[config.mk]
export PLATFORM = sky130hd
export DESIGN_NAME = aiu_audio_in
export DESIGN_NICKNAME = d
export VERILOG_FILES = /design/src/verilog/aiu_pkg.sv /design/src/verilog/aiu_audio_in.sv /design/src/verilog/aiu_osc_gen.sv /design/src/verilog/aiu_skid.sv
export VERILOG_INCLUDE_DIRS = /design/src /design/src/verilog
export SDC_FILE = /design/constraint.sdc
export NUM_CORES = 1
export LEC_CHECK = 0
export BUFFER_PORTS_ARGS = -buffer_cell sky130_fd_sc_hd__buf_4
export CAP_MARGIN = 20
export CORE_UTILIZATION = 40
export DETAILED_ROUTE_END_ITERATION = 7
export PLACE_DENSITY = 0.66
export REMOVE_ABC_BUFFERS = 1
export SETUP_SLACK_MARGIN = 0.5
export SYNTH_ARGS = -nofsm -noshare
export SYNTH_HDL_FRONTEND = slang
export SYNTH_HIERARCHICAL = 1
export SYNTH_SLANG_ARGS = --single-unit
export TNS_END_PERCENT = 5
[constraint.sdc]
create_clock -name clk -period 5.25 [get_ports clk]
set_clock_uncertainty 0.15 [all_clocks]
set_input_delay 0 -clock clk [delete_from_list [all_inputs] [get_ports clk]]
set_output_delay 0 -clock clk [all_outputs]
set_load 0.05 [all_outputs]
[src/verilog/aiu_regs.svh]
// constants for the audio input unit: timing, field widths, resets
`ifndef AIU_REGS_SVH
`define AIU_REGS_SVH

`define AIU_CLK_HZ          200000000
`define AIU_SCK_MAX_HZ      22000000
`define AIU_OSC_MAX_HZ      40000000
`define AIU_SCK_MIN_CYC     ((`AIU_CLK_HZ + `AIU_SCK_MAX_HZ - 1) / `AIU_SCK_MAX_HZ)
`define AIU_PHASE_W         32
`define AIU_SAMPLE_W        32
`define AIU_DIV_W           8
`define AIU_FRAME_W         8
`define AIU_RST_MASTER      1'b0
`define AIU_RST_EDGE        1'b0
`define AIU_RST_DIV         8'h04
`define AIU_RST_FRAME       8'h40
`define AIU_RST_PHASE       32'h0000_0000
`define AIU_CHAN_LEFT       1'b0

`endif

[src/verilog/aiu_pkg.sv]
// types shared by the audio input unit
package aiu_pkg;

    // one received sample with its channel tag
    typedef struct packed {
        logic                       chan;
        logic [31:0]                data;
    } aiu_sample_t;

    // serial configuration, stands in for the serial_config_register
    typedef struct packed {
        logic                       master;
        logic                       clock_edge;
        logic [7:0]                 sck_div;
        logic [7:0]                 frame_len;
        logic [31:0]                osc_phase_inc;
    } aiu_cfg_t;

    typedef enum logic [1:0] {
        AIU_ST_IDLE = 2'b00,
        AIU_ST_SHIFT = 2'b01
    } aiu_rx_state_t;

endpackage

[src/verilog/aiu_audio_in.sv]
// audio input unit: serial receiver, link master/slave, oversampling clock
// Function
// - the port always receives serial data; master or slave of timing
// - after reset the port is slave and the bit clock pin is input; the code follows cfg.master, which reset does not touch
// - slave bit clock is asynchronous and is synchronised before use
// - master drives the bit clock at oversampling clock over a divisor
// - the bit clock never exceeds 22 MHz, driven or received; driven rate is not limited, fast edges only flagged
// - oversampling clock output programmable up to 40 MHz, fine step; osc_phase_inc is not limited, fast rates only asserted
// - serial data is sampled on rising or falling edge by edge select
// - slave word select is input, sampled on the data sampling edge
// - master drives word select, changing on the opposite edge
// - word select marks the boundaries of sample frames
// - sample rate is variable; no fixed bits-per-sample is assumed
`timescale 1ns/1ps
`default_nettype none
`include "aiu_regs.svh"

module aiu_audio_in #(
    parameter int SAMPLE_W = `AIU_SAMPLE_W,
    parameter int DIV_W    = `AIU_DIV_W,
    parameter int FRAME_W  = `AIU_FRAME_W
) (
    input  wire logic               clk,
    input  wire logic               reset_n,
    input  wire aiu_pkg::aiu_cfg_t  cfg,
    output logic                    oversampling_clock_out,
    input  wire logic               serial_bit_clock_in,
    output logic                    serial_bit_clock_out,
    output logic                    serial_bit_clock_oe,
    input  wire logic               serial_data_in,
    input  wire logic               word_select_in,
    output logic                    word_select_out,
    output logic                    word_select_oe,
    output logic                    sample_valid,
    input  wire logic               sample_ready,
    output aiu_pkg::aiu_sample_t    sample,
    output logic                    sample_overrun
);
    localparam int SCK_MIN = `AIU_SCK_MIN_CYC;

    // =========================================================
    // state
    // =========================================================
    typedef struct packed {
        logic [1:0]          sck_sync;
        logic [1:0]          sd_sync;
        logic [1:0]          ws_sync;
        logic                sck_d;
        logic                sck_gen;
        logic [DIV_W-1:0]    div_cnt;
        logic [FRAME_W-1:0]  bit_cnt;
        logic                ws_gen;
        logic                ws_prev;
        logic [SAMPLE_W-1:0] shift;
        logic [5:0]          nbits;
        aiu_pkg::aiu_rx_state_t rx;
        logic                pend;
        aiu_pkg::aiu_sample_t hold;
        logic                overrun;
        logic [7:0]          gap;
    } aiu_state_t;

    aiu_state_t st;
    aiu_state_t next_st;

    logic osc_rise;
    logic sck_now;
    logic sd_now;
    logic ws_now;
    logic rise;
    logic fall;
    logic samp_edge;
    logic drive_edge;
    logic buf_ready;
    logic half_done;
    logic [FRAME_W-1:0] half_len;

    // =========================================================
    // oversampling clock and output buffer
    // =========================================================
    aiu_osc_gen #(
        .PHASE_W (`AIU_PHASE_W)
    ) u_osc (
        .clk       (clk),
        .reset_n   (reset_n),
        .phase_inc (cfg.osc_phase_inc),
        .osc_out   (oversampling_clock_out),
        .osc_rise  (osc_rise)
    );

    aiu_skid #(
        .WIDTH ($bits(aiu_pkg::aiu_sample_t))
    ) u_buf (
        .clk       (clk),
        .reset_n   (reset_n),
        .in_valid  (st.pend),
        .in_ready  (buf_ready),
        .in_data   (st.hold),
        .out_valid (sample_valid),
        .out_ready (sample_ready),
        .out_data  (sample)
    );

    // =========================================================
    // edge selection
    // =========================================================
    // in master mode the generated clock is used directly, no crossing
    assign sck_now = cfg.master ? st.sck_gen : st.sck_sync[1];
    assign sd_now  = st.sd_sync[1];
    assign ws_now  = cfg.master ? st.ws_gen : st.ws_sync[1];
    assign rise    = sck_now & ~st.sck_d;
    assign fall    = ~sck_now & st.sck_d;
    assign samp_edge  = cfg.clock_edge ? fall : rise;
    assign drive_edge = cfg.clock_edge ? rise : fall;
    assign half_len   = {1'b0, cfg.frame_len[FRAME_W-1:1]};
    assign half_done  = (st.bit_cnt + 1'b1 >= half_len);

    // =========================================================
    // next state
    // =========================================================
    always_comb begin
        next_st          = st;
        next_st.sck_sync = {st.sck_sync[0], serial_bit_clock_in};
        next_st.sd_sync  = {st.sd_sync[0], serial_data_in};
        next_st.ws_sync  = {st.ws_sync[0], word_select_in};
        next_st.sck_d    = sck_now;
        if (st.gap != 8'hFF) begin
            next_st.gap = st.gap + 8'h01;
        end

        // master bit clock: half period counted in oversampling edges
        if (cfg.master && osc_rise) begin
            if (st.div_cnt + 1'b1 >= cfg.sck_div) begin
                next_st.div_cnt = '0;
                next_st.sck_gen = ~st.sck_gen;
            end else begin
                next_st.div_cnt = st.div_cnt + 1'b1;
            end
        end
        if (!cfg.master) begin
            next_st.sck_gen = 1'b0;
            next_st.div_cnt = '0;
            next_st.bit_cnt = '0;
        end

        // master word select: toggles every half frame on drive edge
        if (cfg.master && drive_edge) begin
            if (half_done) begin
                next_st.bit_cnt = '0;
                next_st.ws_gen  = ~st.ws_gen;
            end else begin
                next_st.bit_cnt = st.bit_cnt + 1'b1;
            end
        end

        // receiver: a word-select change closes a word of any length
        if (samp_edge) begin
            next_st.gap = 8'h00;
            if (ws_now != st.ws_prev) begin
                if (st.rx == aiu_pkg::AIU_ST_SHIFT) begin
                    if (st.pend) begin
                        next_st.overrun = 1'b1;   // buffer full, word lost
                    end else begin
                        next_st.pend      = 1'b1;
                        next_st.hold.chan = st.ws_prev;
                        next_st.hold.data = st.shift;
                    end
                end
                next_st.rx    = aiu_pkg::AIU_ST_SHIFT;
                next_st.shift = {{(SAMPLE_W-1){1'b0}}, sd_now};
                next_st.nbits = 6'h01;
            end else if (st.nbits < 6'(SAMPLE_W)) begin
                next_st.shift = {st.shift[SAMPLE_W-2:0], sd_now};
                next_st.nbits = st.nbits + 6'h01;
            end
            next_st.ws_prev = ws_now;
        end

        // bit clock edges closer than 22 MHz allows are flagged
        if (samp_edge && st.gap < 8'(SCK_MIN - 1)) begin
            next_st.overrun = 1'b1;
        end

        if (st.pend && buf_ready) begin
            next_st.pend = 1'b0;
        end
    end

    // =========================================================
    // registers
    // =========================================================
    always_ff @(posedge clk or negedge reset_n) begin
        if (!reset_n) begin
            st         <= '0;
            st.gap     <= 8'hFF;
            st.ws_prev <= `AIU_CHAN_LEFT;
            st.rx      <= aiu_pkg::AIU_ST_IDLE;
        end else begin
            st <= next_st;
        end
    end

    // =========================================================
    // pins
    // =========================================================
    // master mode drives both pins; reset leaves cfg to drive slave
    assign serial_bit_clock_out = st.sck_gen;
    assign serial_bit_clock_oe  = cfg.master;
    assign word_select_out      = st.ws_gen;
    assign word_select_oe       = cfg.master;
    assign sample_overrun       = st.overrun;
endmodule // aiu_audio_in

`default_nettype wire

[src/verilog/aiu_osc_gen.sv]
// phase accumulator that makes the oversampling clock
`timescale 1ns/1ps
`default_nettype none
`include "aiu_regs.svh"

module aiu_osc_gen #(
    parameter int PHASE_W = `AIU_PHASE_W
) (
    input  wire logic               clk,
    input  wire logic               reset_n,
    input  wire logic [PHASE_W-1:0] phase_inc,
    output logic                    osc_out,
    output logic                    osc_rise
);
    typedef struct packed {
        logic [PHASE_W-1:0] acc;
        logic               msb_d;
    } aiu_osc_state_t;

    aiu_osc_state_t st;
    aiu_osc_state_t next_st;

    // 32-bit increment at 200 MHz gives well under one hertz of step;
    // output is the accumulator msb, so jitter is one core period
    always_comb begin
        next_st       = st;
        next_st.acc   = st.acc + phase_inc;
        next_st.msb_d = st.acc[PHASE_W-1];
    end

    always_ff @(posedge clk or negedge reset_n) begin
        if (!reset_n) begin
            st <= '0;
        end else begin
            st <= next_st;
        end
    end

    assign osc_out  = st.msb_d;
    assign osc_rise = st.acc[PHASE_W-1] & ~st.msb_d;
endmodule // aiu_osc_gen

`default_nettype wire

[src/verilog/aiu_skid.sv]
// two-entry buffer between the serial receiver and the sample consumer
`timescale 1ns/1ps
`default_nettype none

module aiu_skid #(
    parameter int WIDTH = 33
) (
    input  wire logic             clk,
    input  wire logic             reset_n,
    input  wire logic             in_valid,
    output logic                  in_ready,
    input  wire logic [WIDTH-1:0] in_data,
    output logic                  out_valid,
    input  wire logic             out_ready,
    output logic [WIDTH-1:0]      out_data
);
    typedef struct packed {
        logic [1:0][WIDTH-1:0] mem;
        logic                  rd;
        logic                  wr;
        logic [1:0]            count;
    } aiu_skid_state_t;

    aiu_skid_state_t st;
    aiu_skid_state_t next_st;
    logic            push;
    logic            pop;

    assign in_ready  = (st.count != 2'h2);
    assign out_valid = (st.count != 2'h0);
    assign out_data  = st.mem[st.rd];
    assign push      = in_valid & in_ready;
    assign pop       = out_valid & out_ready;

    // pointers wrap at two; count is honest so full really stalls
    always_comb begin
        next_st = st;
        if (push) begin
            next_st.mem[st.wr] = in_data;
            next_st.wr         = ~st.wr;
        end
        if (pop) begin
            next_st.rd = ~st.rd;
        end
        case ({push, pop})
            2'b10:   next_st.count = st.count + 2'h1;
            2'b01:   next_st.count = st.count - 2'h1;
            default: next_st.count = st.count;
        endcase
    end

    always_ff @(posedge clk or negedge reset_n) begin
        if (!reset_n) begin
            st <= '0;
        end else begin
            st <= next_st;
        end
    end
endmodule // aiu_skid

`default_nettype wire

-- After elaboration in Yosys (flattened, before gate mapping)
Cells that the tools add are included.
- register bits: 211
- input port bits: 56
- word-level logic and storage cells: 109
- add/subtract/negate cells: 7
- magnitude comparators: 7
- eq/ne operators: 8
- multiplexer cells: 27
- bitwise operators: 13
- reductions and logical operators: 23
- operators by type and width (cell ; count):
    two-way mux 33 bit ; 4
    two-way mux 38 bit ; 2
    two-way mux 35 bit ; 2
    bitwise mux 66 bit ; 1
    two-way mux 43 bit ; 1
    demux 33 bit (select 1 bit) ; 1
    adder 32 bit ; 1
    adder 8 x 1 -> 8 bit, second input constant ; 3
    two-way mux 8 bit ; 3
    nonzero test 2 bit ; 11
    two-way mux 9 bit ; 2
    two-way mux 17 bit ; 1
    two-way mux 1 bit ; 9
    >= comparator 8 x 7 -> 1 bit ; 1
    >= comparator 8 bit ; 1
    < comparator 8 x 4 -> 1 bit, second input constant ; 1
    != test 8 bit, second input constant ; 1
    NOT 1 bit ; 8
    AND reduction 2 bit ; 4
    AND reduction 4 bit ; 2
    adder 6 x 1 -> 6 bit, second input constant ; 1
    < comparator 6 bit, second input constant ; 1
    != test 2 x 1 -> 1 bit, second input constant ; 3
    bitwise AND 1 bit ; 5
    11 further kinds ; 16

-- Depth between registers and ports, before layout
- word-level depth: 7
- depth in mapped cells: 11
- mapped depth without buffers: 10

-- Cells and area by module
Netlist, hierarchy kept.
- modules (own cells, without submodules) (module ; times used ; cells an instance ; area each (um2) ; sequential area each (um2)):
    aiu_audio_in ; 1 ; 406 ; 4987.3 ; 2712.6
    aiu_skid ; 1 ; 194 ; 3363.2 ; 1751.7
    aiu_osc_gen ; 1 ; 309 ; 2877.8 ; 825.8

-- Worst setup path after synthesis
Ideal clock, no wire load.
- path kind: reg-to-reg
- start: reg u_osc/st[1] in the netlist's numbering
- end: reg u_osc/st[27] in the netlist's numbering
- data arrival time: 2343 ps
- data required time: 5031 ps
- setup slack: 2687 ps
- stages on the path, launching flop included: 9
- buffers on the path: 0
- clock period less this slack: 2563 ps
- cells stage by stage: dfrtp_1 > ha_1 > fa_1 > a21o_1 > a311oi_1 > or4_4 > a2111oi_4 > or4_1 > nand3_1
- RTL lines (item ; line ; source):
    from (decl) ; aiu_osc_gen.sv:20 ; aiu_osc_state_t st;
    from (signal assigned) ; aiu_osc_gen.sv:35 ; st <= next_st;

==> impl_metrics.tcl <==
set metrics [dict create \
    fin_crit_ps 3288 \
    multiInputGateArea_um2 5421 \
    postSynth.asyncResetShare_pct 100.0 \
    dpl_worst_slack_ps 2238 \
    synth.avg_cell_area_um2 12.35 \
    p_leak_nw 6.517 \
    required_ps 5550 \
    routabilityCongestion 0.7998 \
    ir_drop_mv 0.2681 \
    final_common_cell "dfrtp_1" \
    grt_max_degree 121 \
    nFillCells 2439 \
    status "finished with violations" \
    crit_type "reg -> reg" \
    sw_frac_of_total_pct 35.90 \
    firstDrtPassIters 4 \
    yosys_warnings 6 \
    cts_root_buf "clkbuf_16" \
    nNetsFinal 1159 \
    vias_per_cell 5.108 \
    numCtsBuffers 24 \
    layout_setup_ws_ps 1962 \
    synth-edff-count 0 \
    die_w_um 169.5 \
    clock_latency_ps 510 \
    wire_per_inst_um 15.20 \
    clk_path_buf_depth 3 \
    timing.final.crit_share_pct 62.62 \
    ys_ff_latch 211 \
    die_area_um2 28750 \
    die-height_um 169.5 \
    io_pins 96 \
    setup_violations 0 \
    ant_nets 0 \
    grt.met3_usage_pct 2.425 \
    design_power_total_mw 6.387 \
    synthCells 909 \
    r2r_slack_ps 1960 \
    clk_pin_slew_ps 60 \
    maxSlewViolCount 0 \
    ctsHtreeMaxLevel 1 \
    p_sw_mw 2.293 \
    violations "hold timing" \
    start_util_pct 41.20 \
    pwr-share-comb_pct 41.0 \
    seq_area_frac_synth_pct 47.11 \
    met2_usage_pct 24.94 \
    drt_iter0_drc 295 \
    dp_hpwl_um 14090 \
    utilization_pct 49.25 \
    layout-area-overhead-vs-synth_pct 19.52 \
    timing.hold.ws_ps -16.72 \
    p_per_area_nw_per_um2 475.9 \
    via_count 7360 \
    hold_path_startpoint "cfg[46]" \
    r2r-start "u_osc/st[1]" \
    portBuffers 94 \
    finalWirelength_um 21900 \
    clock_power_share_pct 25.9 \
    grt_setup_unrepaired "false" \
    grt_pass1_vias 7407 \
    ff_latch_area_um2 5290 \
    p_int_mw 4.094 \
    r2r_cells 9 \
    grt_pass1_wl_um 37300 \
    gr-usage-met1_pct 22.40 \
    cts_sinks 211 \
    post_cts_resized 0 \
    tns_ps 0 \
    synth_cell_types 83 \
    synth_area_um2 11230 \
    crit_path_start_kind "flop" \
    antenna_found_initial 1 \
    arrival_ps 3590 \
    critPathMaxFanout 4 \
    coreArea_um2 27250 \
    power_frac_seq_pct 33.1 \
    max_cap_viol_count 0 \
    tightest_slew_ps 1004 \
    grt-busiest-layer "met2" \
    hold_viol_final 1 \
    cts_tree "done" \
    drc 0 \
    drive_above_1_share_pct 28.37 \
    crit_path_end_kind "flop" \
    row_count 60 \
    slew-limit-headroom_pct 33.06 \
    synthFlopType "dfrtp_1" \
    overflow 0 \
    min_path_cells 6 \
    reg2reg_to "u_osc/st[31]" \
    globalRouteTotalUtil_pct 15.68 \
    hp-class "in -> reg" \
    final_cell_mix "dfrtp_1, buf_4, mux2_4" \
    whs_endpoint "st[100]" \
    timing.fmax_mhz 304.2 \
]
[state kept, by name (all words and copies together), names as in the netlist]
| register | flops |
|---|---|
| serial_bit_clock_out | 1 |
| u_buf/st | 70 |
| sd_now | 1 |
| sample_overrun | 1 |
| u_osc/next_st | 1 |
| u_osc/st | 31 |
| u_osc/osc_out | 1 |
| word_select_out | 1 |
| st | 101 |
| next_st | 3 |
[area by class of cell]
type,count,area share (%)
multi-input combinational,622,40.40
clock buffer,36,5.333
inverter,38,1.063
tap,372,3.468
antenna,1,0.01865
timing repair buffer,153,9.705
sequential,211,39.42
clock inverter,8,0.5967
[metrics by stage]
step           area [um^2]  cells
2_1_floorplan        10850    871
3_3_place_gp         12070   1340
3_5_place_dp         12070   1340
4_1_cts              13400   1438
5_1_grt              13420   1441
6_report             13420   1441
[critical path: stages, from the launching register on]
cell	delay, ps
dfrtp_1	360
ha_1	230
fa_1	410
a21o_1	240
a311oi_1	370
or4_4	220
a2111oi_4	90
or4_1	530
nand4_1	80
dlygate4sd3_1	540
[worst max path at each step]
stage,from,cells past startpoint,end,slack [ps]
2_1_floorplan,serial_bit_clock_out,4,st[11],2530
3_3_place_gp,st[93],9,serial_bit_clock_out,2290
3_5_place_dp,serial_bit_clock_out,4,st[16],2240
4_1_cts,u_osc/st[1],9,u_osc/st[31],1970
5_1_grt,u_osc/st[1],9,u_osc/st[19],1770
6_report,u_osc/st[1],9,u_osc/st[31],1960
[Yosys cell counts (6+ instances only)]
cell | instances | share of area (%)
dfrtp_1 | 203 | 45
mux2_4 | 90 | 12
nand2_1 | 57 | 1.9
ha_1 | 52 | 5.8
mux2_2 | 45 | 4.5
nor2_1 | 39 | 1.3
a21oi_1 | 38 | 1.7
inv_1 | 38 | 1.3
o21ai_0 | 34 | 1.5
a22o_1 | 32 | 2.5
nand3_1 | 24 | 1.1
xnor2_1 | 23 | 1.8
a21o_1 | 21 | 1.4
xor2_1 | 21 | 1.6
a211oi_1 | 10 | 0.67
buf_4 | 10 | 0.67
and3_1 | 9 | 0.50
buf_6 | 8 | 0.80
clkbuf_1 | 8 | 0.27
dfstp_2 | 8 | 1.9
nand2b_1 | 7 | 0.39
nand4_1 | 7 | 0.39
buf_12 | 6 | 1.1
nor3_1 | 6 | 0.27
o211ai_1 | 6 | 0.40
o21a_1 | 6 | 0.40
[power groups by stage]
stage / Sequential [mW] / Combinational [mW] / Clock [mW]
4_1_cts: 2.12 / 2.62 / 1.72
2_1_floorplan: 2.17 / 1.83 / 0
6_report: 2.12 / 2.62 / 1.65
5_1_grt: 2.15 / 2.89 / 1.79
3_5_place_dp: 2.15 / 2.45 / 0
3_3_place_gp: 2.13 / 2.40 / 0
[cell families after synthesis]
logic type | count (synthesis) | share of synthesized area (%)
AND/OR/NAND/NOR | 187 | 8.669
multiplexers | 141 | 17.19
adder cells (fa/ha/maj) | 53 | 5.973
buffers and inverters | 76 | 4.613
flip-flops | 211 | 47.11
AO/OA/AOI/OAI | 196 | 12.76
XOR/XNOR | 45 | 3.677
[routing by layer]
metal | wire length [um] | vias up | part of all wire, %
li1 | - | 3591 | -
met1 | 10800 | 3640 | 49
met2 | 9926 | 105 | 45
met3 | 862 | 24 | 3.9
met4 | 309 | 0 | 1.4
met5 | 0 | - | 0
[timing repair]
item / CTS / global route
hold endpoints to repair: 179 / 1
buffers inserted: 0 / 0
hold buffers: 54 / 1
No activity file was read; power rests on OpenSTA's default activity.
